**config.mk**
```make
export PLATFORM = sky130hd
export DESIGN_NAME = acr_register_bank
export DESIGN_NICKNAME = d
export VERILOG_FILES = /design/src/verilog/acr_pkg.sv /design/src/verilog/acr_reg_if.sv /design/src/verilog/acr_serial_engine.sv /design/src/verilog/acr_register_bank.sv
export VERILOG_INCLUDE_DIRS = /design/src /design/src/verilog
export SDC_FILE = /design/constraint.sdc
export NUM_CORES = 1
export LEC_CHECK = 0
export BUFFER_PORTS_ARGS = -buffer_cell sky130_fd_sc_hd__clkbuf_2
export CAP_MARGIN = 20
export CORE_UTILIZATION = 30
export CTS_BUF_LIST = sky130_fd_sc_hd__clkbuf_8
export DETAILED_ROUTE_END_ITERATION = 8
export GPL_ROUTABILITY_DRIVEN = 0
export PLACE_DENSITY = 0.51
export SYNTH_ARGS = -nofsm -noshare
export SYNTH_HDL_FRONTEND = slang
export SYNTH_SLANG_ARGS = --single-unit
export TNS_END_PERCENT = 5
```
**constraint.sdc**
```tcl
create_clock -name sys_clk -period 1.8 [get_ports sys_clk]
set_input_delay 0.18 -clock sys_clk [delete_from_list [all_inputs] [get_ports sys_clk]]
set_output_delay 0.18 -clock sys_clk [all_outputs]
set_load 0.02 [all_outputs]
```
**src/verilog/acr_map.svh**
```systemverilog
// Offsets, field positions and default values of the converter control bank
`ifndef ACR_MAP_SVH
`define ACR_MAP_SVH
`define ACR_ADDR_W 13
`define ACR_ADDR_PORT 13'h0000
`define ACR_ADDR_ID 13'h0001
`define ACR_ADDR_GRADE 13'h0002
`define ACR_ADDR_MODES 13'h0008
`define ACR_ADDR_CLOCK 13'h0009
`define ACR_ADDR_COMMIT 13'h00FF
`define ACR_CFG_LO 13'h0000
`define ACR_CFG_HI 13'h0002
`define ACR_FUNC_LO 13'h0008
`define ACR_FUNC_HI 13'h002A
`define ACR_ADDR_STEP 13'h0001
`define ACR_PORT_DEFAULT 8'h18
`define ACR_MODES_DEFAULT 8'h00
`define ACR_CLOCK_DEFAULT 8'h01
`define ACR_COMMIT_DEFAULT 1'h0
`define ACR_PORT_FIXED 8'h18
`define ACR_PORT_WMASK 8'h42
`define ACR_PORT_SRST_MASK 8'h24
`define ACR_MODES_WMASK 8'h27
`define ACR_CLOCK_WMASK 8'h01
`define ACR_ZERO_BYTE 8'h00
`define ACR_PORT_LSB_HI 6
`define ACR_PORT_LSB_LO 1
`define ACR_MODES_POWER_DOWN_SELECT 5
`define ACR_MODES_PWR_MSB 2
`define ACR_CLOCK_DCS 0
`define ACR_COMMIT_BIT 0
`define ACR_GRADE_SPEED_LSB 3
`define ACR_INSTR_READ 15
`define ACR_INSTR_W_LSB 13
`define ACR_INSTR_LAST 4'hF
`define ACR_BYTE_LAST 4'h7
`define ACR_CNT_ZERO 4'h0
`define ACR_CNT_STEP 4'h1
`define ACR_PWR_NORMAL 3'h0
`define ACR_PWR_FULL 3'h1
`define ACR_PWR_STANDBY 3'h2
`define ACR_PWR_NORMAL_UP 3'h3
`endif

```
**src/verilog/acr_pkg.sv**
```systemverilog
// Types shared by the converter control bank modules
package acr_pkg;
  typedef enum logic [1:0] {
    acr_idle = 2'b00,
    acr_instr = 2'b01,
    acr_data = 2'b10,
    acr_done = 2'b11
  } acr_frame_state_type;
  typedef enum logic [1:0] {
    acr_run = 2'b00,
    acr_full_pd = 2'b01,
    acr_standby = 2'b10
  } acr_power_type;
endpackage : acr_pkg

```
**src/verilog/acr_reg_if.sv**
```systemverilog
// Register access carrier between the serial engine and the register bank
`timescale 1ns/100ps
`include "acr_map.svh"
interface acr_reg_if;
  logic [`ACR_ADDR_W-1:0] addr;
  logic [`ACR_ADDR_W-1:0] waddr;
  logic [7:0] wdata;
  logic wr;
  logic [7:0] rdata;
  logic lsb_first;
  modport engine (output addr, output waddr, output wdata, output wr,
                  input rdata, input lsb_first);
  modport bank (input addr, input waddr, input wdata, input wr,
                output rdata, output lsb_first);
endinterface : acr_reg_if

```
**src/verilog/acr_serial_engine.sv**
```systemverilog
// Three-wire serial frame engine: instruction decode, byte shifting, readback drive
`timescale 1ns/100ps
`include "acr_map.svh"
module acr_serial_engine
  import acr_pkg::*;
(
  // Clock and reset
  input wire logic sys_clk,
  input wire logic sys_rst,
  // Serial pins
  input wire logic sclk,
  input wire logic sdio_in,
  input wire logic serial_select_n,
  output logic sdio_out,
  output logic sdio_oe,
  // Register side
  acr_reg_if.engine regs
);
  logic [2:0] sclk_sync;
  logic [2:0] sdio_sync;
  logic [2:0] sel_sync;
  logic sclk_q;
  logic sdio_q;
  logic sel_n_q;
  logic sclk_prev;
  logic rise;
  logic fall;
  acr_frame_state_type state;
  logic [15:0] sr;
  logic [15:0] next_sr;
  logic [3:0] bitcnt;
  logic is_read;
  logic stream;
  logic [1:0] bytes_left;
  logic [`ACR_ADDR_W-1:0] addr;
  logic [7:0] tx;

  // Shift one bit in from the end set by the bit order
  function automatic logic [15:0] shift_in(input logic [15:0] v, input logic b,
                                           input logic lsb);
    shift_in = lsb ? {b, v[15:1]} : {v[14:0], b};
  endfunction : shift_in

  // Pick the bit of a byte that leaves at position idx of the byte
  function automatic logic bit_at(input logic [7:0] v, input logic [2:0] idx,
                                  input logic lsb);
    bit_at = lsb ? v[idx] : v[3'h7 - idx];
  endfunction : bit_at

  // Three-stage synchronisers; first stage feeds only the second
  always_ff @(posedge sys_clk)
  begin
    if (sys_rst)
    begin
      sclk_sync <= 3'h0;
      sdio_sync <= 3'h0;
      sel_sync <= 3'h7;
    end
    else
    begin
      sclk_sync <= {sclk_sync[1:0], sclk};
      sdio_sync <= {sdio_sync[1:0], sdio_in};
      sel_sync <= {sel_sync[1:0], serial_select_n};
    end
  end

  // A level counts once stages two and three agree, which rejects one-cycle glitches
  always_ff @(posedge sys_clk)
  begin
    if (sys_rst)
    begin
      sclk_q <= 1'b0;
      sdio_q <= 1'b0;
      sel_n_q <= 1'b1;
      sclk_prev <= 1'b0;
    end
    else
    begin
      if (sclk_sync[1] == sclk_sync[2]) sclk_q <= sclk_sync[2];
      if (sdio_sync[1] == sdio_sync[2]) sdio_q <= sdio_sync[2];
      if (sel_sync[1] == sel_sync[2]) sel_n_q <= sel_sync[2];
      sclk_prev <= sclk_q;
    end
  end

  assign rise = sclk_q & ~sclk_prev;
  assign fall = ~sclk_q & sclk_prev;
  assign next_sr = shift_in(sr, sdio_q, regs.lsb_first);

  // Frame sequencing; deselect aborts any frame in progress
  always_ff @(posedge sys_clk)
  begin
    if (sys_rst || sel_n_q)
    begin
      state <= acr_idle;
      bitcnt <= `ACR_CNT_ZERO;
      sr <= 16'h0000;
      is_read <= 1'b0;
      stream <= 1'b0;
      bytes_left <= 2'h0;
      addr <= `ACR_ADDR_PORT;
    end
    else
    begin
      unique case (state)
        acr_idle: state <= acr_instr;
        acr_instr:
          if (rise)
          begin
            sr <= next_sr;
            bitcnt <= bitcnt + `ACR_CNT_STEP;
            if (bitcnt == `ACR_INSTR_LAST)
            begin
              is_read <= next_sr[`ACR_INSTR_READ];
              bytes_left <= next_sr[`ACR_INSTR_W_LSB+1:`ACR_INSTR_W_LSB];
              stream <= &next_sr[`ACR_INSTR_W_LSB+1:`ACR_INSTR_W_LSB];
              addr <= next_sr[`ACR_ADDR_W-1:0];
              bitcnt <= `ACR_CNT_ZERO;
              state <= acr_data;
            end
          end
        acr_data:
          if (rise)
          begin
            sr <= next_sr;
            bitcnt <= bitcnt + `ACR_CNT_STEP;
            if (bitcnt == `ACR_BYTE_LAST)
            begin
              bitcnt <= `ACR_CNT_ZERO;
              addr <= regs.lsb_first ? addr + `ACR_ADDR_STEP : addr - `ACR_ADDR_STEP;
              if (!stream)
              begin
                if (bytes_left == 2'h0) state <= acr_done;
                else bytes_left <= bytes_left - 2'h1;
              end
            end
          end
        acr_done: state <= acr_done;
      endcase
    end
  end

  // Write strobe with the address the byte belongs to, one cycle after its last bit
  always_ff @(posedge sys_clk)
  begin
    if (sys_rst)
    begin
      regs.wr <= 1'b0;
      regs.waddr <= `ACR_ADDR_PORT;
      regs.wdata <= `ACR_ZERO_BYTE;
    end
    else
    begin
      regs.wr <= !sel_n_q && state == acr_data && rise && bitcnt == `ACR_BYTE_LAST && !is_read;
      regs.waddr <= addr;
      regs.wdata <= regs.lsb_first ? next_sr[15:8] : next_sr[7:0];
    end
  end

  assign regs.addr = addr;

  // Readback changes on falling edges so the host samples a settled bit on rising ones
  always_ff @(posedge sys_clk)
  begin
    if (sys_rst || sel_n_q)
    begin
      sdio_out <= 1'b0;
      sdio_oe <= 1'b0;
      tx <= `ACR_ZERO_BYTE;
    end
    else if (fall)
    begin
      sdio_oe <= state == acr_data && is_read;
      if (bitcnt == `ACR_CNT_ZERO)
      begin
        tx <= regs.rdata;
        sdio_out <= bit_at(regs.rdata, 3'h0, regs.lsb_first);
      end
      else
      begin
        sdio_out <= bit_at(tx, bitcnt[2:0], regs.lsb_first);
      end
    end
  end
endmodule : acr_serial_engine

```
**src/verilog/acr_register_bank.sv**
```systemverilog
// Control register bank of the converter behind its three-wire serial port
`timescale 1ns/100ps
`include "acr_map.svh"
module acr_register_bank
  import acr_pkg::*;
#(
  parameter logic [7:0] PART_ID = 8'h5A,   // Arbitrary identification value
  parameter logic [1:0] SPEED_CODE = 2'h1  // Speed grade code reported at 0x02
)
(
  // Clock and reset
  input wire logic sys_clk,
  input wire logic sys_rst,
  input wire logic master_reset_n,
  // Serial pins
  input wire logic sclk,
  input wire logic sdio_in,
  input wire logic serial_select_n,
  output logic sdio_out,
  output logic sdio_oe,
  // Converter controls
  output logic duty_cycle_stabilizer_enable,
  output logic power_down_select,
  output logic full_power_down,
  output logic standby_active,
  output logic lsb_first_mode
);
  acr_reg_if regs ();
  logic [2:0] mrst_sync;
  logic mrst_n_q;
  logic mrst_active;
  logic soft_rst;
  logic def_rst;
  logic port_wr;
  logic modes_wr;
  logic clock_wr;
  logic commit_wr;
  logic [7:0] serial_port_setup;
  logic [7:0] operating_mode_stage;
  logic [7:0] sampling_clock_stage;
  logic [7:0] operating_mode;
  logic [7:0] sampling_clock_setup;
  logic staged_update_commit;
  logic [7:0] next_rdata;
  acr_power_type power_state;

  // Inclusive address window test, shared by the map decode
  function automatic logic in_range(input logic [`ACR_ADDR_W-1:0] a,
                                    input logic [`ACR_ADDR_W-1:0] lo,
                                    input logic [`ACR_ADDR_W-1:0] hi);
    in_range = a >= lo && a <= hi;
  endfunction : in_range

  // Serial frame engine
  acr_serial_engine u_engine (
    .sys_clk(sys_clk),
    .sys_rst(sys_rst),
    .sclk(sclk),
    .sdio_in(sdio_in),
    .serial_select_n(serial_select_n),
    .sdio_out(sdio_out),
    .sdio_oe(sdio_oe),
    .regs(regs)
  );

  // Master reset pin comes from off chip, so it passes three stages
  always_ff @(posedge sys_clk)
  begin
    if (sys_rst)
    begin
      mrst_sync <= 3'h7;
      mrst_n_q <= 1'b1;
    end
    else
    begin
      mrst_sync <= {mrst_sync[1:0], master_reset_n};
      if (mrst_sync[1] == mrst_sync[2]) mrst_n_q <= mrst_sync[2];
    end
  end

  assign mrst_active = !mrst_n_q;
  // Any of the three resets restores the defaulted registers
  assign def_rst = sys_rst || mrst_active || soft_rst;

  // Write decode against the byte address the engine latched
  assign port_wr = regs.wr && regs.waddr == `ACR_ADDR_PORT;
  assign modes_wr = regs.wr && regs.waddr == `ACR_ADDR_MODES;
  assign clock_wr = regs.wr && regs.waddr == `ACR_ADDR_CLOCK;
  assign commit_wr = regs.wr && regs.waddr == `ACR_ADDR_COMMIT;

  // Soft reset is a one-cycle pulse so the request bits never stick
  always_ff @(posedge sys_clk)
  begin
    if (sys_rst) soft_rst <= 1'b0;
    else soft_rst <= port_wr && |(regs.wdata & `ACR_PORT_SRST_MASK);
  end

  // Port setup takes effect at once; fixed ones and reserved zeros are forced
  always_ff @(posedge sys_clk)
  begin
    if (def_rst) serial_port_setup <= `ACR_PORT_DEFAULT;
    else if (port_wr) serial_port_setup <= (regs.wdata & `ACR_PORT_WMASK) | `ACR_PORT_FIXED;
  end

  // Either mirrored nibble selects lsb-first, so a host that mirrors both is safe
  assign regs.lsb_first = serial_port_setup[`ACR_PORT_LSB_HI] |
                          serial_port_setup[`ACR_PORT_LSB_LO];

  // Staging copies carry no default: reset leaves them as last written
  always_ff @(posedge sys_clk)
  begin
    if (modes_wr) operating_mode_stage <= regs.wdata & `ACR_MODES_WMASK;
    if (clock_wr) sampling_clock_stage <= regs.wdata & `ACR_CLOCK_WMASK;
  end

  // Commit request; a new write in the clearing cycle wins over the self-clear
  always_ff @(posedge sys_clk)
  begin
    if (def_rst) staged_update_commit <= `ACR_COMMIT_DEFAULT;
    else staged_update_commit <= commit_wr && regs.wdata[`ACR_COMMIT_BIT];
  end

  // Active copies move only on commit, so several settings change together
  always_ff @(posedge sys_clk)
  begin
    if (def_rst)
    begin
      operating_mode <= `ACR_MODES_DEFAULT;
      sampling_clock_setup <= `ACR_CLOCK_DEFAULT;
    end
    else if (staged_update_commit)
    begin
      operating_mode <= operating_mode_stage;
      sampling_clock_setup <= sampling_clock_stage;
    end
  end

  // Power field decode; codes above 011 are undefined and run normally
  always_ff @(posedge sys_clk)
  begin
    if (sys_rst) power_state <= acr_run;
    else
    begin
      unique case (operating_mode[`ACR_MODES_PWR_MSB:0])
        `ACR_PWR_NORMAL: power_state <= acr_run;
        `ACR_PWR_FULL: power_state <= acr_full_pd;
        `ACR_PWR_STANDBY: power_state <= acr_standby;
        `ACR_PWR_NORMAL_UP: power_state <= acr_run;
        default: power_state <= acr_run;
      endcase
    end
  end

  // Converter controls leave from flops; power outputs trail the decode by one cycle
  always_ff @(posedge sys_clk)
  begin
    if (sys_rst)
    begin
      duty_cycle_stabilizer_enable <= `ACR_CLOCK_DEFAULT == 8'h01;
      power_down_select <= 1'b0;
      full_power_down <= 1'b0;
      standby_active <= 1'b0;
      lsb_first_mode <= 1'b0;
    end
    else
    begin
      duty_cycle_stabilizer_enable <= sampling_clock_setup[`ACR_CLOCK_DCS];
      power_down_select <= operating_mode[`ACR_MODES_POWER_DOWN_SELECT];
      full_power_down <= power_state == acr_full_pd;
      standby_active <= power_state == acr_standby;
      lsb_first_mode <= regs.lsb_first;
    end
  end

  // Readback map; staged values read back, unmapped and reserved space reads zero
  always_comb
  begin
    next_rdata = `ACR_ZERO_BYTE;
    if (in_range(regs.addr, `ACR_CFG_LO, `ACR_CFG_HI))
    begin
      unique case (regs.addr)
        `ACR_ADDR_PORT: next_rdata = serial_port_setup;
        `ACR_ADDR_ID: next_rdata = PART_ID;
        default: next_rdata = 8'(SPEED_CODE) << `ACR_GRADE_SPEED_LSB;
      endcase
    end
    else if (in_range(regs.addr, `ACR_FUNC_LO, `ACR_FUNC_HI))
    begin
      if (regs.addr == `ACR_ADDR_MODES) next_rdata = operating_mode_stage;
      else if (regs.addr == `ACR_ADDR_CLOCK) next_rdata = sampling_clock_stage;
    end
    else if (regs.addr == `ACR_ADDR_COMMIT)
    begin
      next_rdata = {7'h00, staged_update_commit};
    end
  end

  assign regs.rdata = next_rdata;
endmodule : acr_register_bank

```
Yosys cells after proc, flatten, opt, wreduce, memory -nomap -nowiden
Cells that the tools add are included.

storage, ports and cells
  bits in registers = 108
  input bits = 6
  logic and storage cells = 154

operators by class
  add/sub/neg operators = 5
  order comparisons = 6
  eq/ne operators = 27
  multiplexer cells = 41
  bitwise gates (word level) = 5
  reduce and logical (&&, ||, !) cells = 35

operators by type and width
  cell                   count
  $mux 13                5
  $eq 13x4->1 const B    4
  $eq 13x8->1 const B    2
  $logic_not 13->1       2
  $pmux 13 s2            1
  $mux 2                 12
  $mux 16                1
  $mux 4                 4
  $mux 8                 2
  $pmux 7 s2             1
  $add 13x1->13 const B  1
  $eq 13x1->1 const B    1
  $ge 13x1->1 const B    1
  $ge 13x4->1 const B    1
  $le 13x2->1 const B    1
  $le 13x6->1 const B    1
  $logic_and 1x1->1      13
  $sub 13x1->13 const B  1
  $ne 2x1->1 const B     5
  $lt 3x4->1 const B     2
  $pmux 2 s2             2
  $pmux 2 s4             1
  $pmux 4 s2             1
  $mux 1                 7
  other kinds (28)       47

Depth between registers and ports, before layout
  depth in word-level cells = 7
  mapped depth = 9

Modules after synthesis
A second synthesis with hierarchy kept.

unflattened totals
  cells, all modules = 550
  area total of the unflattened synthesis = 5182.5 um2

by module, submodules not included
  module             instances  cells an instance  area each (um2)  sequential area each (um2)
  acr_serial_engine  1          450                4137.7           1681.6
  acr_register_bank  1          100                1044.8           550.5

Least setup slack after synthesis
OpenSTA, ideal clock, no wires.

  kind = register -> register
  from = reg u_engine.bitcnt[0]
  to = reg u_engine.tx[1]
  setup time = 0.070 ns
  arrival = 1.649 ns
  slack = 0.081 ns
  cell stages (with the launch flop) = 10
  buffers on the path = 2
  clock period less this slack = 1.719 ns
  path through = dfxtp_1 buf_2 inv_1 ha_1 nor3b_1 nand2_1 clkbuf_1 nor4_2 a22oi_1 a21oi_1

between the ends
  longest elaborated chain between the ends = 2

RTL lines
  what                        RTL line                  text
  start, declared             acr_serial_engine.sv:31   logic [3:0] bitcnt;
  start signal, assigned      acr_serial_engine.sv:96   bitcnt <= `ACR_CNT_ZERO;
  start signal, assigned      acr_serial_engine.sv:111  bitcnt <= bitcnt + `ACR_CNT_STEP;
  start signal, assigned      acr_serial_engine.sv:118  bitcnt <= `ACR_CNT_ZERO;
  $logic_not 4->1 (no line)   n/a
  $reduce_and 2->1 (no line)  n/a
  end signal, assigned        acr_serial_engine.sv:169  tx <= `ACR_ZERO_BYTE;
  end signal, assigned        acr_serial_engine.sv:176  tx <= regs.rdata;
  end, declared               acr_serial_engine.sv:36   logic [7:0] tx;

Every way passes these cells.
A chain may end at the register's enable or synchronous reset.

Final worst setup path
  from = reg u_engine.state[1]
  to = reg u_engine.bytes_left[1]

between the ends
  longest elaborated chain between the ends = 3

RTL lines
  what                                             RTL line                  text
  start, declared                                  acr_serial_engine.sv:28   acr_frame_state_type state;
  start signal, assigned                           acr_serial_engine.sv:95   state <= acr_idle;
  start signal, assigned                           acr_serial_engine.sv:106  acr_idle: state <= acr_instr;
  start signal, assigned                           acr_serial_engine.sv:119  state <= acr_data;
  $eq 2x2->1 / $eq 2x1->1 (equally long branches)  acr_serial_engine.sv:105  unique case (state)
  $ne 2x2->1 (no line) (tied with other cells)     n/a
  $reduce_and 7->1 (no line)                       n/a
  end signal, assigned                             acr_serial_engine.sv:115  bytes_left <= next_sr[`ACR_INSTR_W_LSB+1:`ACR_INSTR_W_LSB];
  end signal, assigned                             acr_serial_engine.sv:134  else bytes_left <= bytes_left - 2'h1;
  end, declared                                    acr_serial_engine.sv:34   logic [1:0] bytes_left;

Several ways; a longest one is shown, not always the timed one.

==> flow_summary_export.csv <==
group,metric,value,unit
synth,synth_cell_types,65,
sta,slew_headroom,0.595,
power_and_ir_drop,netSwitchingPower,862,uW
floorplanning,die_area,16300,sq um
setup_path,critPathMaxStageDelay,530,ps
synth,yosysSeqAreaShare,0.454,
clock_network,insertion_delay,380,ps
setup_path,worstSetupPathType,"reg2reg",
routing,drc,0,
final_layout,utilization,0.366,
routing,drt_iter0_drc,199,
synth,syn_avg_cell_area,9.08,sq um
sta,tightest_slew,601,ps
floorplanning,die_w,128,um
clock_network,cts_num_sinks,105,
setup_path,endpoint_kind,"register",
setup_path,worstPathArrival,2080,ps
routing,first_pass_iters,5,
power_and_ir_drop,vdd_drop_max,0.000322,V
placed_design,pre_cts_slack,-85.5,ps
min_path,min_path_type,"in2reg",
floorplanning,ios,13,
power_and_ir_drop,clkPwrFrac,0.385,
routing,wl_per_cell,15.4,um
synth,synth_ff_type,"dfxtp_1",
synth,async_reset_ff_frac,0,
global_routing,antenna_found_initial,0,
routing,vias_per_cell,4.95,
power_and_ir_drop,p_int,3040,uW
final_layout,drive_above_1_share,0.209,
sta,skew,11.4,ps
floorplanning,initial_core_util,0.310,
floorplanning,core-area,15300,sq um
synth,syn_inst,522,
sta,finalWorstSetupSlack,-0.653,ps
synth,syn_area,4740,sq um
routing,via_count,3838,
setup_path,start_kind,"register",
sta,hold_viol_final,0,
clock_network,cts_max_path_buffers,2,
routing,routed_wl,12000,um
setup_path,crit_family,"simple AND/OR/NAND/NOR gates",
power_and_ir_drop,p_sw_frac,0.221,
final_layout,syn_to_final_growth,18.1,%
job,cap_violations,0,
final_layout,diodes,0,
sta,slew_viol_final,0,
global_routing,grt_pass1_vias,3645,
setup_path,worst-path-buf-inv,1,
sta,fmax,555,MHz
clock_network,cts_tree,"yes",
sta,setup_viol,1,
routing,postRouteAntennaNets,0,
clock_network,numCtsBuffers,9,
power_and_ir_drop,seqPwrFrac,0.603,
power_and_ir_drop,p_comb_frac,0.012,
global_routing,grt_pass1_wl,19300,um
clock_network,clockRootBuffer,"clkbuf_8",
setup_path,crit_slowest_cell,"or4_4",
clock_network,clk_pin_slew_worst_paths,100,ps
clock_network,htree_levels,3,
synth,ys_seq_elements,105,
power_and_ir_drop,p_per_area,698,nW/um^2
synth,synth_edf_count,5,
global_routing,grt.overflow.total,0,
floorplanning,die_h,128,um
global_routing,grt_max_degree,34,
global_routing,track_usage,0.154,
sta,final.min_clock_period,1800,ps
sta,fin_crit_sh,1.00,
power_and_ir_drop,p_leak,0.00198,uW
run_status,run_status,"finished, violations left",
setup_path,cp_data_required_time,2080,ps
run_status,violations,"setup timing",
floorplanning,placementRows,45,
sta,rsz0062_at_grt,"true",
synth,syn_nets,540,
synth,yosysWarnings,0,
placed_design,port_buffers,12,
setup_path,crit_fanout,5,
placed_design,dp_hpwl,8550,um
final_layout,finalNetCount,577,
setup_path,worstPathCellList,"inv_1 -> ha_1 -> or4_4 -> o22ai_2 -> a211oi_1 -> a41o_1",
## metal layers
layer  global-route usage  part of all wire  up-vias
li1                     -                 -     1928
met1                0.209              0.49     1813
met2                0.239              0.44       73
met3               0.0242             0.034       24
met4               0.0768             0.032        0
met5                    0                 0        -
## power groups by stage
stage | Sequential, uW | Clock, uW | Combinational (uW)
final | 2350 | 1510 | 47.0
after global routing | 2360 | 1640 | 52.3
after CTS | 2350 | 1540 | 48.5
after detailed placement | 2410 | 0 | 42.6
after global placement | 2410 | 0 | 41.6
after floorplan | 2400 | 0 | 26.4
## cell type report
| class | instances | area, sq um |
|---|---|---|
| sequential | 105 | 2160 |
| clock inverter | 6 | 58.8 |
| tap | 211 | 264 |
| clock buffer | 10 | 138 |
| timing repair buffer | 62 | 472 |
| fill | 1603 | 9720 |
| inverter | 13 | 48.8 |
| multi-input combinational | 368 | 2460 |
## sequential cells by signal, indices dropped and copies added, names as in the netlist, 4 cells and up
register              count
operating_mode            4
operating_mode_stage      4
u_engine.bitcnt           4
u_engine.regs.addr       13
u_engine.regs.waddr      13
u_engine.regs.wdata       5
u_engine.sr              16
u_engine.tx               7
## stage by stage
step / hold WS (ps) / setup TNS [ps] / instances / power (uW) / instance area [sq um]
detailed placement: 365 / -373 / 756 / 2450 / 5270
finish: 22.6 / -0.653 / 775 / 3900 / 5600
global route: 26.9 / -753 / 775 / 4050 / 5600
CTS: 6.90 / -2.43 / 775 / 3950 / 5530
global placement: 366 / -31.2 / 756 / 2450 / 5270
floorplan: 284 / 0 / 522 / 2430 / 4740
## synthesized netlist by cell type (all sizes together), types with 3 or more instances
master	count	area, sq um
nor4b	3	26.3
o22ai	9	68.8
nor4	13	130
a22oi	4	30.0
ha	12	150
and3	3	18.8
nor2	67	251
a21boi	6	45.1
a211oi	21	158
or4	5	45.0
edfxtp	5	150
a31oi	4	25.0
a21oi	37	189
a311oi	4	35.0
or2	11	68.8
nand3	11	55.1
nand2	32	120
o22a	4	35.0
nor3	9	50.1
and2	3	18.8
o21ai	21	105
clkbuf	19	71.3
inv	13	48.8
nor3b	6	45.0
dfxtp	100	2000
nand2b	7	43.8
buf	17	98.8
nor2b	21	131
mux2	3	33.8
o2bb2ai	3	26.3
mux2i	19	190
## cell families after synthesis
kind of cell / count (synthesis) / synth area share
fa+ha+maj: 12 / 0.0317
buf+inv: 49 / 0.0462
xor+xnor: 3 / 0.00554
compound gates: 127 / 0.176
flops: 105 / 0.454
simple gates: 202 / 0.230
mux: 24 / 0.0567
## cell usage in the layout (no fill, tap or decap), types with 10 or more instances in the layout
cell type / count
or2_2: 10
buf_4: 44
nor2b_1: 21
inv_1: 15
clkbuf_8: 10
a21oi_1: 36
o21ai_0: 11
clkbuf_2: 12
ha_1: 12
mux2i_1: 18
nand3_1: 11
nor2_1: 65
nand2_1: 31
o21ai_1: 10
a211oi_1: 21
dfxtp_1: 96
## worst register-to-register path: cells and delay by family (launching register included)
family / cells / cell delay, ps
AND/OR/NAND/NOR: 1 / 530
AO/OA/AOI/OAI: 3 / 480
flip-flops: 1 / 360
adder cells (fa/ha/maj): 1 / 240
buffers and inverters: 1 / 90
## what timing repair did
item                                    4_1_cts  5_1_grt
gates resized for setup                       9       21
pin swaps                                     1        3
hold endpoints to repair                      3        0
setup buffers                                 0        0
hold buffers                                  3        0
endpoints found under the setup margin       11       41
gates cloned                                  0        0
## worst paths after layout
check	slack (ps)	depth (start not counted)	end	startpoint
setup reg to reg	-0.7	6	u_engine.bytes_left[1]$_SDFFE_PP0P_	u_engine.state[1]$_SDFFE_PP0P_
setup / recovery	-0.7	6	u_engine.bytes_left[1]$_SDFFE_PP0P_	u_engine.state[1]$_SDFFE_PP0P_
hold / removal	20	2	u_engine.sdio_sync[0]$_SDFF_PP0_	sdio_in
hold reg to reg	420	1	standby_active$_SDFF_PP0_	power_state[0]$_SDFF_PP0_
(Power assumes the default switching activity.)
